==> config.mk <==
export PLATFORM = sky130hd
export DESIGN_NAME = gxi_expander
export DESIGN_NICKNAME = d
export VERILOG_FILES = /design/src/logic/gxi_pkg.sv /design/src/logic/gxi_bus_if.sv /design/src/logic/gxi_expander.sv /design/src/logic/gxi_i2c_engine.sv
export SDC_FILE = /design/constraint.sdc
export NUM_CORES = 1
export LEC_CHECK = 0
export ABC_AREA = 1
export BUFFER_PORTS_ARGS = -buffer_cell sky130_fd_sc_hd__buf_2
export CAP_MARGIN = 20
export CORE_MARGIN = 2
export CORE_UTILIZATION = 29
export CTS_BUF_LIST = sky130_fd_sc_hd__clkbuf_4
export CTS_CLUSTER_SIZE = 28
export DETAILED_ROUTE_END_ITERATION = 10
export SYNTH_ARGS = -nofsm -noshare
export SYNTH_HDL_FRONTEND = slang
export SYNTH_SLANG_ARGS = --single-unit
==> constraint.sdc <==
create_clock -name clk -period 5 [get_ports clk]
set_input_delay 0.5 -clock clk [delete_from_list [all_inputs] [get_ports clk]]
set_output_delay 0.5 -clock clk [all_outputs]
set_load 0.03 [all_outputs]
==> src/logic/gxi_pkg.sv <==
// Purpose: Shared constants of the 16-bit port expander slave.
// Assumes: Command addresses are byte-wide and pairs differ only in bit 0.
// Notes: Reset values of the register pairs live here so both ends agree.
package gxi_pkg;

  // Bus engine states, Gray coded along address, acknowledge and data path.
  typedef enum logic [2:0] {
    ST_IDLE  = 3'h0,
    ST_ADDR  = 3'h1,
    ST_AACK  = 3'h3,
    ST_RX    = 3'h2,
    ST_RXACK = 3'h6,
    ST_TX    = 3'h7,
    ST_TXACK = 3'h5
  } gxi_state_e;

  localparam int PORT_W = 16;
  localparam logic [3:0] BYTE_BITS = 4'h8;

  // Command byte values that select each register.
  localparam logic [7:0] CMD_IN0 = 8'h00;
  localparam logic [7:0] CMD_IN1 = 8'h01;
  localparam logic [7:0] CMD_OUT0 = 8'h02;
  localparam logic [7:0] CMD_OUT1 = 8'h03;
  localparam logic [7:0] CMD_POL0 = 8'h04;
  localparam logic [7:0] CMD_POL1 = 8'h05;
  localparam logic [7:0] CMD_CFG0 = 8'h06;
  localparam logic [7:0] CMD_CFG1 = 8'h07;
  localparam logic [7:0] CMD_LAT0 = 8'h44;
  localparam logic [7:0] CMD_LAT1 = 8'h45;
  localparam logic [7:0] CMD_MSK0 = 8'h4A;
  localparam logic [7:0] CMD_MSK1 = 8'h4B;
  localparam logic [7:0] CMD_STS0 = 8'h4C;
  localparam logic [7:0] CMD_STS1 = 8'h4D;
  localparam logic [7:0] CMD_ODC = 8'h4F;

  // Reset values.
  localparam logic [15:0] OUT_RST = 16'hFFFF;
  localparam logic [15:0] POL_RST = 16'h0000;
  localparam logic [15:0] CFG_RST = 16'hFFFF;
  localparam logic [15:0] LAT_RST = 16'h0000;
  localparam logic [15:0] MSK_RST = 16'hFFFF;
  localparam logic [1:0] ODC_RST = 2'h0;
  localparam logic [7:0] PTR_RST = 8'h00;

endpackage : gxi_pkg

==> src/logic/gxi_bus_if.sv <==
// Purpose: Byte level handshake between the serial engine and the register file.
// Assumes: Both ends run on the same system clock.
// Notes: Strobes are single-cycle pulses; tx_data is read only when a byte is loaded.
`timescale 1ns/1ps
`default_nettype none
interface gxi_bus_if;
  logic wr_stb;
  logic wr_cmd;
  logic [7:0] wr_data;
  logic rd_stb;
  logic [7:0] tx_data;

  modport engine (
    output wr_stb,
    output wr_cmd,
    output wr_data,
    output rd_stb,
    input tx_data
  );

  modport regs (
    input wr_stb,
    input wr_cmd,
    input wr_data,
    input rd_stb,
    output tx_data
  );
endinterface : gxi_bus_if
`default_nettype wire

==> src/logic/gxi_expander.sv <==
// Purpose: Top of the 16-bit port expander slave: register pairs, pins and interrupt.
// Assumes: clk runs at 100 MHz, far above the serial clock; srst is the power-on reset.
// Notes: Drive strength and pull resistor registers are not held here and read as zero.
`timescale 1ns/1ps
`default_nettype none
module gxi_expander #(
  parameter logic [6:0] DEV_ADDR = 7'h5A
) (
  // Clock and power-on reset
  input wire logic clk,
  input wire logic srst,
  // External reset pin, active low
  input wire logic rst_pin_n,
  // Serial bus
  input wire logic scl_i,
  input wire logic sda_i,
  output logic sda_o,
  output logic sda_oe,
  // Interrupt line, open drain
  output logic int_o,
  output logic int_oe,
  // Port pins
  input wire logic [15:0] port_i,
  output logic [15:0] port_o,
  output logic [15:0] port_oe
);

  logic rst_m;
  logic rst_s;
  logic rst_all;
  logic [15:0] pin_m;
  logic [15:0] pin_s;
  logic [7:0] ptr;
  logic [15:0] out_reg;
  logic [15:0] pol_reg;
  logic [15:0] cfg_reg;
  logic [15:0] lat_en;
  logic [15:0] msk_reg;
  logic [1:0] odc_reg;
  logic [15:0] snap;
  logic [15:0] lat_flag;
  logic [15:0] lat_val;
  logic [15:0] in_val;
  logic [15:0] pend;
  logic [15:0] status;
  logic [15:0] od_sel;
  logic [1:0] port_read;
  logic wr_hit;
  logic eng_sda_oe;

  gxi_bus_if bus ();

  // Replace one byte of a register pair, chosen by bit 0 of the pointer.
  function automatic logic [15:0] put_byte(input logic [15:0] old, input logic hi,
                                           input logic [7:0] data);
    logic [15:0] res;
    res = old;
    if (hi) begin
      res[15:8] = data;
    end else begin
      res[7:0] = data;
    end
    return res;
  endfunction : put_byte

  // Does the pointer address the pair that holds cmd?
  function automatic logic in_pair(input logic [7:0] p, input logic [7:0] cmd);
    return p[7:1] == cmd[7:1];
  endfunction : in_pair

  // Reset pin and port pins come from outside and pass two flip-flops first.
  always_ff @(posedge clk) begin
    if (srst) begin
      rst_m <= 1'b0;
      rst_s <= 1'b0;
    end else begin
      rst_m <= rst_pin_n;
      rst_s <= rst_m;
    end
  end

  always_ff @(posedge clk) begin
    if (srst) begin
      pin_m <= 16'h0000;
      pin_s <= 16'h0000;
    end else begin
      pin_m <= port_i;
      pin_s <= pin_m;
    end
  end

  // One reset for all control state: power-on or pin reset.
  always_ff @(posedge clk) begin
    if (srst) begin
      rst_all <= 1'b1;
    end else begin
      rst_all <= ~rst_s;
    end
  end

  gxi_i2c_engine #(
    .DEV_ADDR(DEV_ADDR)
  ) u_engine (
    .clk(clk),
    .srst(rst_all),
    .scl_pin(scl_i),
    .sda_pin(sda_i),
    .sda_oe(eng_sda_oe),
    .bus(bus.engine)
  );

  assign wr_hit = bus.wr_stb & ~bus.wr_cmd;

  // Register pointer: set by the command byte, then flips within the pair per byte.
  always_ff @(posedge clk) begin
    if (rst_all) begin
      ptr <= gxi_pkg::PTR_RST;
    end else if (bus.wr_stb && bus.wr_cmd) begin
      ptr <= bus.wr_data;
    end else if (wr_hit || bus.rd_stb) begin
      ptr <= {ptr[7:1], ~ptr[0]};
    end
  end

  always_ff @(posedge clk) begin
    if (rst_all) begin
      out_reg <= gxi_pkg::OUT_RST;
    end else if (wr_hit && in_pair(ptr, gxi_pkg::CMD_OUT0)) begin
      out_reg <= put_byte(out_reg, ptr[0], bus.wr_data);
    end
  end

  always_ff @(posedge clk) begin
    if (rst_all) begin
      pol_reg <= gxi_pkg::POL_RST;
    end else if (wr_hit && in_pair(ptr, gxi_pkg::CMD_POL0)) begin
      pol_reg <= put_byte(pol_reg, ptr[0], bus.wr_data);
    end
  end

  // A set bit makes the pin an input.
  always_ff @(posedge clk) begin
    if (rst_all) begin
      cfg_reg <= gxi_pkg::CFG_RST;
    end else if (wr_hit && in_pair(ptr, gxi_pkg::CMD_CFG0)) begin
      cfg_reg <= put_byte(cfg_reg, ptr[0], bus.wr_data);
    end
  end

  always_ff @(posedge clk) begin
    if (rst_all) begin
      lat_en <= gxi_pkg::LAT_RST;
    end else if (wr_hit && in_pair(ptr, gxi_pkg::CMD_LAT0)) begin
      lat_en <= put_byte(lat_en, ptr[0], bus.wr_data);
    end
  end

  always_ff @(posedge clk) begin
    if (rst_all) begin
      msk_reg <= gxi_pkg::MSK_RST;
    end else if (wr_hit && in_pair(ptr, gxi_pkg::CMD_MSK0)) begin
      msk_reg <= put_byte(msk_reg, ptr[0], bus.wr_data);
    end
  end

  // The output stage register has no partner; its flipped address is unmapped.
  always_ff @(posedge clk) begin
    if (rst_all) begin
      odc_reg <= gxi_pkg::ODC_RST;
    end else if (wr_hit && ptr == gxi_pkg::CMD_ODC) begin
      odc_reg <= bus.wr_data[1:0];
    end
  end

  // A completed read byte of an input port clears that port's pending changes.
  assign port_read[0] = bus.rd_stb && ptr == gxi_pkg::CMD_IN0;
  assign port_read[1] = bus.rd_stb && ptr == gxi_pkg::CMD_IN1;

  // Per pin change detection against the value last read by the master.
  for (genvar gi = 0; gi < gxi_pkg::PORT_W; gi++) begin : g_pin
    localparam int PORT = gi / 8;

    always_ff @(posedge clk) begin
      if (rst_all) begin
        snap[gi] <= pin_s[gi];
        lat_flag[gi] <= 1'b0;
        lat_val[gi] <= 1'b0;
      end else if (port_read[PORT]) begin
        // The clear absorbs a change in the same cycle, so such a change is not seen.
        snap[gi] <= pin_s[gi];
        lat_flag[gi] <= 1'b0;
      end else if (cfg_reg[gi] && lat_en[gi] && !lat_flag[gi] && (pin_s[gi] != snap[gi])) begin
        lat_flag[gi] <= 1'b1;
        lat_val[gi] <= pin_s[gi];
      end
    end

    // A pin read while latched shows the captured level until the port is read.
    assign in_val[gi] = (lat_en[gi] && lat_flag[gi]) ? lat_val[gi] : pin_s[gi];

    // Output pins are gated by cfg; a pin turned to input with a stale snap still fires.
    assign pend[gi] = cfg_reg[gi] &
                      (lat_en[gi] ? lat_flag[gi] : (pin_s[gi] != snap[gi]));
  end

  assign status = pend & ~msk_reg;

  // Read data for the register under the pointer; unmapped commands read as zero.
  always_comb begin
    case (ptr)
      gxi_pkg::CMD_IN0: bus.tx_data = in_val[7:0] ^ pol_reg[7:0];
      gxi_pkg::CMD_IN1: bus.tx_data = in_val[15:8] ^ pol_reg[15:8];
      gxi_pkg::CMD_OUT0: bus.tx_data = out_reg[7:0];
      gxi_pkg::CMD_OUT1: bus.tx_data = out_reg[15:8];
      gxi_pkg::CMD_POL0: bus.tx_data = pol_reg[7:0];
      gxi_pkg::CMD_POL1: bus.tx_data = pol_reg[15:8];
      gxi_pkg::CMD_CFG0: bus.tx_data = cfg_reg[7:0];
      gxi_pkg::CMD_CFG1: bus.tx_data = cfg_reg[15:8];
      gxi_pkg::CMD_LAT0: bus.tx_data = lat_en[7:0];
      gxi_pkg::CMD_LAT1: bus.tx_data = lat_en[15:8];
      gxi_pkg::CMD_MSK0: bus.tx_data = msk_reg[7:0];
      gxi_pkg::CMD_MSK1: bus.tx_data = msk_reg[15:8];
      gxi_pkg::CMD_STS0: bus.tx_data = status[7:0];
      gxi_pkg::CMD_STS1: bus.tx_data = status[15:8];
      gxi_pkg::CMD_ODC: bus.tx_data = {6'h00, odc_reg};
      default: bus.tx_data = 8'h00;
    endcase
  end

  // Open-drain ports drive only a low level; push-pull ports drive both.
  assign od_sel = {{8{odc_reg[1]}}, {8{odc_reg[0]}}};

  always_ff @(posedge clk) begin
    if (rst_all) begin
      port_o <= gxi_pkg::OUT_RST;
      port_oe <= 16'h0000;
    end else begin
      port_o <= out_reg;
      port_oe <= ~cfg_reg & (~od_sel | ~out_reg);
    end
  end

  // The interrupt pad only ever pulls low; int_o stays at zero.
  always_ff @(posedge clk) begin
    if (rst_all) begin
      int_o <= 1'b0;
      int_oe <= 1'b0;
    end else begin
      int_o <= 1'b0;
      int_oe <= |status;
    end
  end

  // Serial data is open drain as well; the engine's enable is already registered.
  always_ff @(posedge clk) begin
    if (rst_all) begin
      sda_o <= 1'b0;
    end else begin
      sda_o <= 1'b0;
    end
  end

  assign sda_oe = eng_sda_oe;

endmodule : gxi_expander
`default_nettype wire

==> src/logic/gxi_i2c_engine.sv <==
// Purpose: Serial slave engine: start and stop detection, address match, byte shifting.
// Assumes: scl_pin and sda_pin are raw pins; the system clock is far faster than the link.
// Notes: SDA is only ever pulled low, so sda_oe alone carries the data.
`timescale 1ns/1ps
`default_nettype none
module gxi_i2c_engine #(
  parameter logic [6:0] DEV_ADDR = 7'h5A
) (
  // Clock and reset
  input wire logic clk,
  input wire logic srst,
  // Pins
  input wire logic scl_pin,
  input wire logic sda_pin,
  output logic sda_oe,
  // Byte handshake
  gxi_bus_if.engine bus
);

  logic scl_m, scl_s, scl_d;
  logic sda_m, sda_s, sda_d;
  gxi_pkg::gxi_state_e state;
  logic [3:0] bit_cnt;
  logic [7:0] shreg;
  logic rd_mode;
  logic first_byte;
  logic nack;
  logic scl_rise, scl_fall, start_c, stop_c;

  always_ff @(posedge clk) begin
    if (srst) begin
      {scl_m, scl_s, scl_d} <= 3'h7;
      {sda_m, sda_s, sda_d} <= 3'h7;
    end else begin
      {scl_m, scl_s, scl_d} <= {scl_pin, scl_m, scl_s};
      {sda_m, sda_s, sda_d} <= {sda_pin, sda_m, sda_s};
    end
  end

  assign scl_rise = scl_s & ~scl_d;
  assign scl_fall = ~scl_s & scl_d;
  assign start_c = scl_s & scl_d & sda_d & ~sda_s;
  assign stop_c = scl_s & scl_d & ~sda_d & sda_s;

  always_ff @(posedge clk) begin
    if (srst) begin
      state <= gxi_pkg::ST_IDLE;
      bit_cnt <= 4'h0;
      shreg <= 8'h00;
      sda_oe <= 1'b0;
      rd_mode <= 1'b0;
      first_byte <= 1'b0;
      nack <= 1'b0;
    end else if (start_c) begin
      state <= gxi_pkg::ST_ADDR;
      bit_cnt <= 4'h0;
      sda_oe <= 1'b0;
    end else if (stop_c) begin
      state <= gxi_pkg::ST_IDLE;
      sda_oe <= 1'b0;
    end else begin
      case (state)
        gxi_pkg::ST_ADDR, gxi_pkg::ST_RX: begin
          if (scl_rise && bit_cnt != gxi_pkg::BYTE_BITS) begin
            shreg <= {shreg[6:0], sda_s};
            bit_cnt <= bit_cnt + 4'h1;
          end else if (scl_fall && bit_cnt == gxi_pkg::BYTE_BITS) begin
            bit_cnt <= 4'h0;
            if (state == gxi_pkg::ST_RX) begin
              sda_oe <= 1'b1;
              state <= gxi_pkg::ST_RXACK;
            end else if (shreg[7:1] == DEV_ADDR) begin
              sda_oe <= 1'b1;
              rd_mode <= shreg[0];
              state <= gxi_pkg::ST_AACK;
            end else begin
              state <= gxi_pkg::ST_IDLE;
            end
          end
        end
        gxi_pkg::ST_AACK, gxi_pkg::ST_RXACK: begin
          if (scl_fall) begin
            if (state == gxi_pkg::ST_RXACK) begin
              first_byte <= 1'b0;
            end else begin
              first_byte <= 1'b1;
            end
            if (rd_mode && state == gxi_pkg::ST_AACK) begin
              shreg <= bus.tx_data;
              sda_oe <= ~bus.tx_data[7];
              bit_cnt <= 4'h1;
              state <= gxi_pkg::ST_TX;
            end else begin
              sda_oe <= 1'b0;
              state <= gxi_pkg::ST_RX;
            end
          end
        end
        gxi_pkg::ST_TX: begin
          if (scl_fall) begin
            if (bit_cnt == gxi_pkg::BYTE_BITS) begin
              sda_oe <= 1'b0;
              bit_cnt <= 4'h0;
              state <= gxi_pkg::ST_TXACK;
            end else begin
              shreg <= {shreg[6:0], 1'b0};
              sda_oe <= ~shreg[6];
              bit_cnt <= bit_cnt + 4'h1;
            end
          end
        end
        gxi_pkg::ST_TXACK: begin
          if (scl_rise) begin
            nack <= sda_s;
          end else if (scl_fall) begin
            if (!nack) begin
              shreg <= bus.tx_data;
              sda_oe <= ~bus.tx_data[7];
              bit_cnt <= 4'h1;
              state <= gxi_pkg::ST_TX;
            end else begin
              state <= gxi_pkg::ST_IDLE;
            end
          end
        end
        default: begin
          sda_oe <= 1'b0;
          state <= gxi_pkg::ST_IDLE;
        end
      endcase
    end
  end

  // Byte strobes towards the register file.
  always_ff @(posedge clk) begin
    if (srst) begin
      bus.wr_stb <= 1'b0;
      bus.wr_cmd <= 1'b0;
      bus.wr_data <= 8'h00;
      bus.rd_stb <= 1'b0;
    end else begin
      bus.wr_stb <= (state == gxi_pkg::ST_RX) && scl_fall && (bit_cnt == gxi_pkg::BYTE_BITS)
                    && !start_c && !stop_c;
      bus.wr_cmd <= first_byte;
      bus.wr_data <= shreg;
      bus.rd_stb <= (state == gxi_pkg::ST_TXACK) && scl_rise && !start_c && !stop_c;
    end
  end

endmodule : gxi_i2c_engine
`default_nettype wire

Word level (Yosys, flattened, before mapping)
Cells that the tools add are included.

Add/subtract/negate cells: 1. Equal/unequal tests: 64. Mux-type cells: 113. Bitwise gates (word level): 48. Reductions and logical operators: 148.

Operators by type and width (number): $pmux 8 s15 (1); $logic_and 1x1->1 (83); $mux 1 (79); $mux 8 (9); $not 16->16 (4); $eq 8x7->1 const B (7); $reduce_and 2->1 (26); $mux 4 (9); $and 16x16->16 (2); $eq 8x3->1 const B (4); $pmux 8 s4 (1); $mux 3 (10); $and 1x1->1 (24); $reduce_and 7->1 (3); $ne 4x1->1 const B (5); $logic_not 1->1 (18); $eq 8x2->1 const B (2); $ne 1x1->1 (16); $or 16x16->16 (1); $pmux 4 s4 (1); $reduce_or 16->1 (1); $xor 8x8->8 (2); $not 1->1 (15); $eq 7x2->1 const B (2); 27 further kinds (49).

Register bits: 242. Output and inout bits: 36.

Longest topological paths before layout
Gate-level depths: netlist of the first run.

Word-level depth: 10. Depth in mapped cells: 13. Mapped depth without buffers: 13.

Cells and area by module
Synthesis of the first run repeated with hierarchy kept, for this count alone.

Cell total of the unflattened synthesis: 1510. Area, all modules: 11006.8 um2.

Modules (own cells, without submodules): gxi_expander (times used 1, cells each 1237, area each 9163.8 um2, seq. area each 4284.1 um2); gxi_i2c_engine (times used 1, cells each 273, area each 1843.0 um2, seq. area each 720.7 um2).

Least setup slack after synthesis of the first run
OpenSTA, ideal clock, no wires.

Kind: register to register. Start: register ptr[0]. End: register snap[10], enable pin. Setup time: 0.328 ns. Arrival: 1.337 ns. Setup slack: 3.335 ns. Stages on the path, launching flop included: 8. Buffers on the path: 1. Period minus slack after synthesis: 1.665 ns. Cells stage by stage: dfxtp_1 -> inv_2 -> nor2_2 -> nand2_1 -> nor2_4 -> nand2_4 -> buf_6 -> nand2_2.

Word-level cells in the longest chain between the ends: 3.

Ends and longest elaborated chain: start: declaration (line gxi_expander.sv:33) `logic [7:0] ptr;`; start signal: assignment (line gxi_expander.sv:117) `ptr <= gxi_pkg::PTR_RST;`; start signal: assignment (line gxi_expander.sv:119) `ptr <= bus.wr_data;`; start signal: assignment (line gxi_expander.sv:121) `ptr <= {ptr[7:1], ~ptr[0]};`; $eq 8x1->1 (line gxi_expander.sv:177) `assign port_read[1] = bus.rd_stb && ptr == gxi_pkg::CMD_IN1;`; $logic_and 1x1->1 (line gxi_expander.sv:177); $reduce_bool 2->1 (no line); end signal: indexed assignment (line gxi_expander.sv:185) `snap[gi] <= pin_s[gi];`; end signal: indexed assignment (line gxi_expander.sv:190) `snap[gi] <= pin_s[gi];`; end: declaration (line gxi_expander.sv:40) `logic [15:0] snap;`.

Every way passes these cells. A chain may end at the register's enable or synchronous reset.

Final worst setup path of the first run
Start: register rst_all. End: register snap[4], enable pin.

Word-level cells in the longest chain between the ends: 1.

Ends and longest elaborated chain: start: declaration (line gxi_expander.sv:30) `logic rst_all;`; start signal: assignment (line gxi_expander.sv:97) `rst_all <= ~rst_s;`; $reduce_bool 2->1 (no line).

Every way passes these cells.

==> results.py, run 1 <==
metrics = {
    "floorplanning": {
        "die_area_sq_mm": 0.0375,
        "ios": 57,
        "core_sq_mm": 0.0355,
        "floorplan.initialDensity": 0.294,
        "die_h_um": 194,
        "fp.dieW_um": 194,
        "rows": 69,
    },
    "yosys": {
        "yosysSeqAreaShare": 0.480,
        "synthArstFlopShare": 0,
        "synth_ff_type": "dfxtp_1",
        "synth_edf_count": 16,
        "synth_area_leaders": "dfxtp_1 43%, nand2_1 9.8%, inv_1 6.6%",
        "post-synth-top-area-cell": "dfxtp_1",
        "synth-seq-cells": 242,
        "synthTopCellsByCount": "273 x nand2_1, 226 x dfxtp_1, 182 x inv_1",
        "synthDistinctLibCells": 37,
        "syn_inst": 1376,
        "yosys_warnings": 0,
        "synthesis.area_sq_mm": 0.0104,
        "post-synth-top-area-fraction": 0.434,
        "yosysMostFrequentCell": "nand2_1",
        "synth_area_per_cell_sq_um": 7.58,
    },
    "timing": {
        "fmax_mhz": 436,
        "finalCriticalPeriod_ps": 2300,
        "drv_slew": 0,
        "period_share": 0.459,
        "fin_tns_setup_ps": 0,
        "hold_viol": 0,
        "setup_viol": 0,
        "worst_pin_slew_ps": 1080,
        "max-slew-margin-rel": 0.271,
        "rsz0062_at_grt": "no",
        "skew_ps": 62.6,
    },
    "final_layout": {
        "syn_to_final_growth_pct": 16.7,
        "fillers": 3820,
        "finalNetCount": 1505,
        "design_area_sq_mm": 0.0122,
        "post_route_cells_drive_above_1_share": 0.152,
        "fin_cells": 1993,
    },
    "cts": {
        "cts_sinks": 242,
        "clkTransAtPathRegs_ps": 60,
        "postCtsResizedCells": 0,
        "cts_setup_buffers": 0,
        "clock_latency_ps": 710,
        "cts_inserted_buffers": 69,
        "htreeDepth": 3,
        "cts_buffer_depth": 3,
        "clk_root_buffer_cell": "clkbuf_4",
        "cts_tree": "yes",
    },
    "route": {
        "wl_met1_um": 15500,
        "wl_met3_um": 3020,
        "post_drt_wl_per_cell_um": 17.3,
        "routed_wl_um": 34500,
        "top_layer": "met4",
        "antenna_left": 0,
        "drt_iter0_markers": 726,
        "drc": 0,
        "wl_met2_um": 14800,
        "num_vias": 9714,
        "dr.pass1.iters": 6,
        "vias_per_cell": 4.87,
    },
    "placement": {
        "port_buffers": 54,
        "routabilityCongestion": 0.970,
        "dp_hpwl_um": 24900,
        "dpl-instance-area_sq_mm": 0.0111,
        "dpl.cell_count": 1855,
    },
    "hold_path": {
        "hold_path_class": "in2reg",
        "min_path_cells": 2,
        "min_to": "u_engine.scl_m$_SDFF_PP1_",
        "hold_path.startpoint": "scl_i",
    },
    "power": {
        "pwr_density_cell_mw_per_mm2": 325,
        "power.total_mw": 3.96,
        "ir_worst_vdd_mv": 0.156,
        "leakage_nw": 5.23,
    },
    "critical_path": {
        "reg2reg_to": "snap[4]$_DFFE_PP_",
        "r2r_setup_slack_ps": 2700,
        "worstPathArrival_ps": 2640,
        "cp.required_ps": 5340,
        "r2r_start": "rst_all$_SDFF_PP1_",
        "critPathLaunchType": "register",
        "crit_path_end_kind": "register",
        "critical_path_class": "reg2reg",
        "crit_fanout": 57,
        "r2r_cells": 4,
    },
    "grt": {
        "grtUsageTotal": 0.182,
        "grt-ovfl-total": 0,
        "grt_pass1_vias": 9016,
        "grt_antenna_before_repair": 1,
        "grt_max_degree": 67,
        "grt_pass1_wl_um": 52900,
    },
    "run_status": {
        "status": "finished clean",
    },
    "flow_run": {
        "maxCapViolCount": 0,
    },
}
==> power breakdown <==
part           switching [mW]  internal, mW
sequential             0.0116          1.97
clock                   0.861          1.01
combinational          0.0633        0.0383
==> how the worst max path moves through the flow <==
stage                        endpoint  cells after the start  slack, ps                            from
2_1_floorplan      snap[10]$_DFFE_PP_                      7       3340             ptr[0]$_SDFFE_PP0P_
3_3_place_gp        snap[3]$_DFFE_PP_                      4       2700              rst_all$_SDFF_PP1_
3_5_place_dp        snap[3]$_DFFE_PP_                      4       2690              rst_all$_SDFF_PP1_
4_1_cts            snap[13]$_DFFE_PP_                      4       2680              rst_all$_SDFF_PP1_
5_1_grt        lat_en[7]$_SDFFE_PP0P_                      7       2500  u_engine.bus.wr_stb$_SDFF_PP0_
6_report            snap[4]$_DFFE_PP_                      4       2700              rst_all$_SDFF_PP1_
==> area by class of cell <==
class,instances,area (sq um),area share
clock buffer,98,736,0.0605
inverter,186,698,0.0574
tap,461,577,0.0474
multi-input combinational,908,4520,0.372
timing repair buffer,75,470,0.0387
antenna,1,2.50,0.000206
clock inverter,22,159,0.0131
sequential,242,5010,0.411
==> worst max-delay path, stage by stage (launching register included) <==
cell and delay (ps):
dfxtp_2 310, buf_4 530, inv_2 440, buf_4 330, nand2_2 310
==> what timing repair did <==
action / 4_1_cts / 5_1_grt
endpoints found under the hold margin: 17 / 0
setup endpoints to repair: 0 / 0
hold buffers: 17 / 0
==> cells by family after synthesis <==
family | after synthesis | synth area share
AOI/OAI and AO/OA | 233 | 0.131
and+or+nand+nor | 656 | 0.287
xor gates and xnor gates | 15 | 0.0126
DFF | 242 | 0.480
other | 1 | 0.000360
adders and majority gates | 2 | 0.00240
buffers and inverters | 227 | 0.0869
==> routing by layer <==
metal | vias up | GRT usage
li1 | 4774 | -
met2 | 425 | 0.274
met1 | 4426 | 0.249
met3 | 89 | 0.0440
met4 | 0 | 0.0777
met5 | - | 0
==> layout by cell type (no fill, tap or decap), types with 4 or more instances in the layout <==
cell / n
nand2_1: 273
dfxtp_1: 225
inv_1: 182
nor2_1: 144
nand3_1: 127
clkbuf_4: 98
o21ai_0: 78
a21oi_1: 75
o211ai_1: 54
buf_2: 54
or2_2: 24
nand4_1: 21
dlygate4sd3_1: 17
edfxtp_1: 16
xnor2_1: 15
nor4_1: 15
nor3_1: 15
a211oi_1: 12
clkinv_1: 11
nand2_2: 10
nor2_2: 9
nor2_4: 9
a311oi_1: 8
inv_2: 5
o22ai_1: 5
clkinv_2: 4
buf_4: 4
==> stage by stage <==
step	utilization	worst slack [ps]	hold slack [ps]
6_report	0.343	2700	62.4
2_1_floorplan	-	3340	351
3_3_place_gp	0.313	2700	359
3_5_place_dp	0.313	2690	359
4_1_cts	0.343	2680	1.31
5_1_grt	0.343	2500	33.7
Note: power is estimated with default switching activity, not from simulation.
==> run 2, diff against run 1 <==
Clock period 5 ns to 2.2 ns, I/O delays scaled along.
==> results.py, run 2 (synthesis results as in run 1) <==
metrics = {
    "run_status": {
        "status": "finished clean",
    },
    "critical_path": {
        "r2r_setup_slack_ps": 220,
        "crit_path_end_kind": "register",
        "cp.required_ps": 2800,
        "worstPathArrival_ps": 2580,
        "critical_path_class": "reg2reg",
        "r2r_cells": 11,
        "critPathLaunchType": "register",
        "r2r_start": "ptr[6]$_SDFFE_PP0P_",
        "crit_fanout": 5,
        "reg2reg_to": "u_engine.sda_oe$_SDFFE_PP0P_",
    },
    "timing": {
        "worst_pin_slew_ps": 692,
        "fin_tns_setup_ps": 0,
        "max-slew-margin-rel": 0.539,
        "hold_viol": 0,
        "holdWs_ps": 261,
        "fmax_mhz": 506,
        "rsz0062_at_grt": "no",
        "finalCriticalPeriod_ps": 1980,
        "setup_viol": 0,
        "skew_ps": 45.7,
        "period_share": 0.898,
        "setup_slack_ps": 223,
        "drv_slew": 0,
    },
    "floorplanning": {
        "die_area_sq_mm": 0.0375,
        "rows": 69,
        "fp.dieW_um": 194,
        "core_sq_mm": 0.0355,
        "die_h_um": 194,
        "floorplan.initialDensity": 0.294,
        "ios": 57,
    },
    "cts": {
        "clk_root_buffer_cell": "clkbuf_4",
        "clock_latency_ps": 760,
        "cts_tree": "yes",
        "cts_hold_buffers": 36,
        "clkTransAtPathRegs_ps": 60,
        "cts_buffer_depth": 3,
        "htreeDepth": 3,
        "cts_setup_buffers": 0,
        "cts_inserted_buffers": 71,
        "cts_sinks": 242,
        "postCtsResizedCells": 0,
    },
    "power": {
        "ir_worst_vdd_mv": 0.335,
        "pwr_density_cell_mw_per_mm2": 723,
        "leakage_nw": 5.52,
    },
    "final_layout": {
        "layout_common_cells": "273 x nand2_1, 225 x dfxtp_1, 182 x inv_1, 144 x nor2_1, 127 x nand3_1",
        "finalNetCount": 1562,
        "mostFrequentLayoutCell": "nand2_1",
        "syn_to_final_growth_pct": 21.4,
        "design_area_sq_mm": 0.0127,
        "fillers": 3757,
        "multi_input_area_sq_mm": 0.00452,
        "regArea_sq_mm": 0.00501,
        "post_route_cells_drive_above_1_share": 0.167,
        "postLayoutCoreUtil": 0.357,
    },
    "route": {
        "num_vias": 9767,
        "post_drt_wl_per_cell_um": 17.4,
        "dr.pass1.iters": 5,
        "routed_wl_um": 35500,
        "drc": 0,
        "drt_iter0_markers": 670,
        "vias_per_cell": 4.77,
        "antenna_left": 0,
    },
    "placement": {
        "dpl-instance-area_sq_mm": 0.0114,
        "routabilityCongestion": 0.981,
        "place_ws_ps": 271,
        "dp_hpwl_um": 25800,
        "port_buffers": 54,
    },
    "grt": {
        "grt_pass1_wl_um": 53900,
        "grt-ovfl-total": 0,
        "grt_pass1_vias": 9325,
        "grt_antenna_before_repair": 1,
        "grt_max_degree": 57,
        "grtUsageTotal": 0.190,
    },
    "hold_path": {
        "hold_path_class": "in2reg",
        "hold_path.startpoint": "sda_i",
        "min_to": "u_engine.sda_m$_SDFF_PP1_",
        "min_path_cells": 3,
    },
    "flow_run": {
        "maxCapViolCount": 0,
    },
}
[run 2: changes by cell type in the layout (fill, tap and decap cells not counted), sizes merged]
cell	change
bufinv	+1
dlygate4sd3	+19
buf	+36
clkinv	-2
clkbuf	+1
clkinvlp	-1
[run 2: metrics by stage]
stage	std cells	power (mW)
after floorplan	1377	4.73
after global placement	1891	4.81
after detailed placement	1891	4.82
after CTS	2046	9.32
after global routing	2047	9.59
final	2047	9.16
[run 2: worst max path at each step]
stage,from,end,slack [ps],cells after the start
global placement,ptr[6]$_SDFFE_PP0P_,u_engine.sda_oe$_SDFFE_PP0P_,260,11
global route,ptr[4]$_SDFFE_PP0P_,out_reg[7]$_SDFFE_PP1P_,50,7
detailed placement,ptr[6]$_SDFFE_PP0P_,u_engine.sda_oe$_SDFFE_PP0P_,270,11
floorplan,ptr[0]$_SDFFE_PP0P_,snap[10]$_DFFE_PP_,540,7
CTS,ptr[6]$_SDFFE_PP0P_,u_engine.sda_oe$_SDFFE_PP0P_,260,11
finish,ptr[6]$_SDFFE_PP0P_,u_engine.sda_oe$_SDFFE_PP0P_,220,11
[run 2: cell type report]
cell class | count | share of cell area
flip-flops and latches | 242 | 0.395
multi-input cells | 908 | 0.357
repair buffers | 130 | 0.0755
clock buffers | 99 | 0.0587
inverters | 186 | 0.0551
well taps | 461 | 0.0455
clock inverters | 20 | 0.0126
diodes | 1 | 0.000198
[run 2: metal layers]
layer	share of wire	GRT usage	wire, um	vias to the layer above
li1	-	-	-	4895
met1	0.45	0.248	16000	4432
met2	0.43	0.280	15100	357
met3	0.080	0.0534	2850	83
met4	0.044	0.108	1570	0
met5	0	0	0	-
[run 2: critical path: stages, from the launching register on]
cell and delay [ps]:
dfxtp_1 360, inv_1 110, nor2_1 130, nand2_2 150, nor2_2 400, nand3_1 250, nand3_1 160, nor2_1 70
nand3_1 80, nand2_1 50, nand2_1 50, a21oi_1 50
[run 2: power breakdown]
| part | switching (mW) | total (mW) | internal (mW) | leakage, nW |
|---|---|---|---|---|
| Sequential | 0.0272 | 4.50 | 4.48 | 2.02 |
| Combinational | 0.149 | 0.264 | 0.116 | 2.97 |
| Clock | 1.98 | 4.39 | 2.41 | 0.535 |
==> run 3, diff against run 2 <==
Settings changed: CORE_ASPECT_RATIO set to 1.2, HOLD_SLACK_MARGIN set to 0.15.
==> results.py, run 3 (synthesis results as in run 1) <==
metrics = {
    "cts": {
        "cts_tree": "yes",
        "htreeDepth": 2,
        "cts_inserted_buffers": 61,
        "cts_sinks": 242,
        "cts_buffer_depth": 3,
        "clk_root_buffer_cell": "clkbuf_4",
        "clkTransAtPathRegs_ps": 70,
        "clock_latency_ps": 770,
    },
    "route": {
        "top_layer": "met4",
        "wl_met2_um": 15900,
        "wl_met1_um": 15300,
        "vias_per_cell": 4.80,
        "antenna_left": 0,
        "post_drt_wl_per_cell_um": 17.2,
        "wl_met3_um": 2440,
        "routed_wl_um": 35100,
        "drc": 0,
        "num_vias": 9822,
        "drt_iter0_markers": 798,
        "dr.pass1.iters": 6,
    },
    "hold_path": {
        "min_path_cells": 3,
        "min_to": "u_engine.scl_m$_SDFF_PP1_",
        "hold_path.startpoint": "scl_i",
        "hold_path_class": "in2reg",
    },
    "timing": {
        "setup_slack_ps": 256,
        "period_share": 0.884,
        "setup_viol": 0,
        "finalCriticalPeriod_ps": 1940,
        "skew_ps": 80.3,
        "hold_viol": 0,
        "fmax_mhz": 514,
        "fin_tns_setup_ps": 0,
        "drv_slew": 0,
        "holdWs_ps": 247,
        "max-slew-margin-rel": 0.532,
        "worst_pin_slew_ps": 702,
        "rsz0062_at_grt": "no",
    },
    "final_layout": {
        "layout_common_cells": "273 x nand2_1, 225 x dfxtp_1, 182 x inv_1, 144 x nor2_1, 127 x nand3_1",
        "design_area_sq_mm": 0.0126,
        "post_route_cells_drive_above_1_share": 0.159,
        "finalNetCount": 1558,
        "syn_to_final_growth_pct": 21.0,
        "mostFrequentLayoutCell": "nand2_1",
        "fillers": 3763,
    },
    "power": {
        "leakage_nw": 5.47,
        "ir_worst_vdd_mv": 0.285,
        "pwr_density_cell_mw_per_mm2": 680,
    },
    "floorplanning": {
        "ios": 57,
        "core_sq_mm": 0.0357,
        "die_h_um": 212,
        "die_area_sq_mm": 0.0375,
        "fp.dieW_um": 177,
        "floorplan.initialDensity": 0.292,
        "rows": 76,
    },
    "grt": {
        "grt-ovfl-total": 0,
        "grt_max_degree": 57,
        "grt_pass1_wl_um": 54300,
        "grt_antenna_before_repair": 1,
        "grt_pass1_vias": 9476,
        "grtUsageTotal": 0.190,
    },
    "critical_path": {
        "r2r_start": "ptr[1]$_SDFFE_PP0P_",
        "worstPathCellList": "inv_1 -> nand2_1 -> nor2_1 -> nand2_1 -> inv_1 -> buf_4 -> nand2_1 -> nand4_1 -> nor2_1 -> nand2_1 -> nand2_1 -> a21oi_1",
        "reg2reg_to": "u_engine.shreg[4]$_SDFFE_PP0P_",
        "critical_path_class": "reg2reg",
        "slowest_stage": "dfxtp_1",
        "r2r_cells": 12,
        "critPathMaxStageDelay_ps": 420,
        "crit_top_cell": "nand2_1",
        "crit_fanout": 7,
        "crit_path_end_kind": "register",
        "r2r_setup_slack_ps": 260,
        "worstPathArrival_ps": 2570,
        "critPathLaunchType": "register",
        "cp.required_ps": 2830,
    },
    "placement": {
        "place_ws_ps": 157,
        "dp_hpwl_um": 25300,
        "routabilityCongestion": 0.984,
        "dpl-instance-area_sq_mm": 0.0114,
        "port_buffers": 54,
    },
    "flow_run": {
        "maxCapViolCount": 0,
    },
    "run_status": {
        "status": "finished clean",
    },
}
==> run 3: through the flow <==
stage | total power [mW] | util | std cells
after floorplan | 4.73 | - | 1377
after global placement | 4.81 | 0.319 | 1892
after detailed placement | 4.81 | 0.319 | 1892
after CTS | 8.72 | 0.353 | 2044
after global routing | 8.96 | 0.354 | 2048
final | 8.58 | 0.354 | 2048
==> run 3: worst max-delay path by stage <==
| stage | from | slack (ps) | to | cells past startpoint |
|---|---|---|---|---|
| 2_1_floorplan | ptr[0]$_SDFFE_PP0P_ | 540 | snap[10]$_DFFE_PP_ | 7 |
| 3_3_place_gp | ptr[4]$_SDFFE_PP0P_ | 220 | u_engine.shreg[4]$_SDFFE_PP0P_ | 11 |
| 3_5_place_dp | ptr[4]$_SDFFE_PP0P_ | 160 | u_engine.shreg[4]$_SDFFE_PP0P_ | 11 |
| 4_1_cts | ptr[4]$_SDFFE_PP0P_ | 100 | u_engine.shreg[4]$_SDFFE_PP0P_ | 11 |
| 5_1_grt | ptr[1]$_SDFFE_PP0P_ | 60 | u_engine.shreg[4]$_SDFFE_PP0P_ | 12 |
| 6_report | ptr[1]$_SDFFE_PP0P_ | 260 | u_engine.shreg[4]$_SDFFE_PP0P_ | 12 |
==> run 3: final cells by class <==
cell class                 instances  area, sq um  area share
antenna                            1         2.50    0.000198
clock buffer                      84          631      0.0500
clock inverter                    23          129      0.0102
inverter                         186          698      0.0553
multi-input combinational        908         4530       0.359
sequential                       242         5010       0.397
tap                              468          586      0.0464
timing repair buffer             136         1040      0.0821
==> run 3: where the power goes <==
part | switching, mW | internal, mW
clock network | 1.91 | 1.89
logic | 0.152 | 0.125
registers | 0.0255 | 4.47
total | 2.09 | 6.49
==> run 3: critical path: cells and delay by family, from the launching register on <==
family	cells	cell delay, ps
simple gates	8	820
buf+inv	3	460
flops	1	420
compound gates	1	150
==> run 3: repair_timing <==
item / in CTS / in global routing
gates resized for setup: 0 / 1
setup buffers: 0 / 3
setup endpoints to repair: 0 / 1
hold endpoints to repair: 37 / 0
hold buffers: 45 / 0
==> run 3: layer usage <==
metal,vias to the layer above,global-route usage
li1,4868,-
met3,86,0.0334
met2,359,0.306
met4,0,0.0912
met1,4509,0.246
met5,-,0
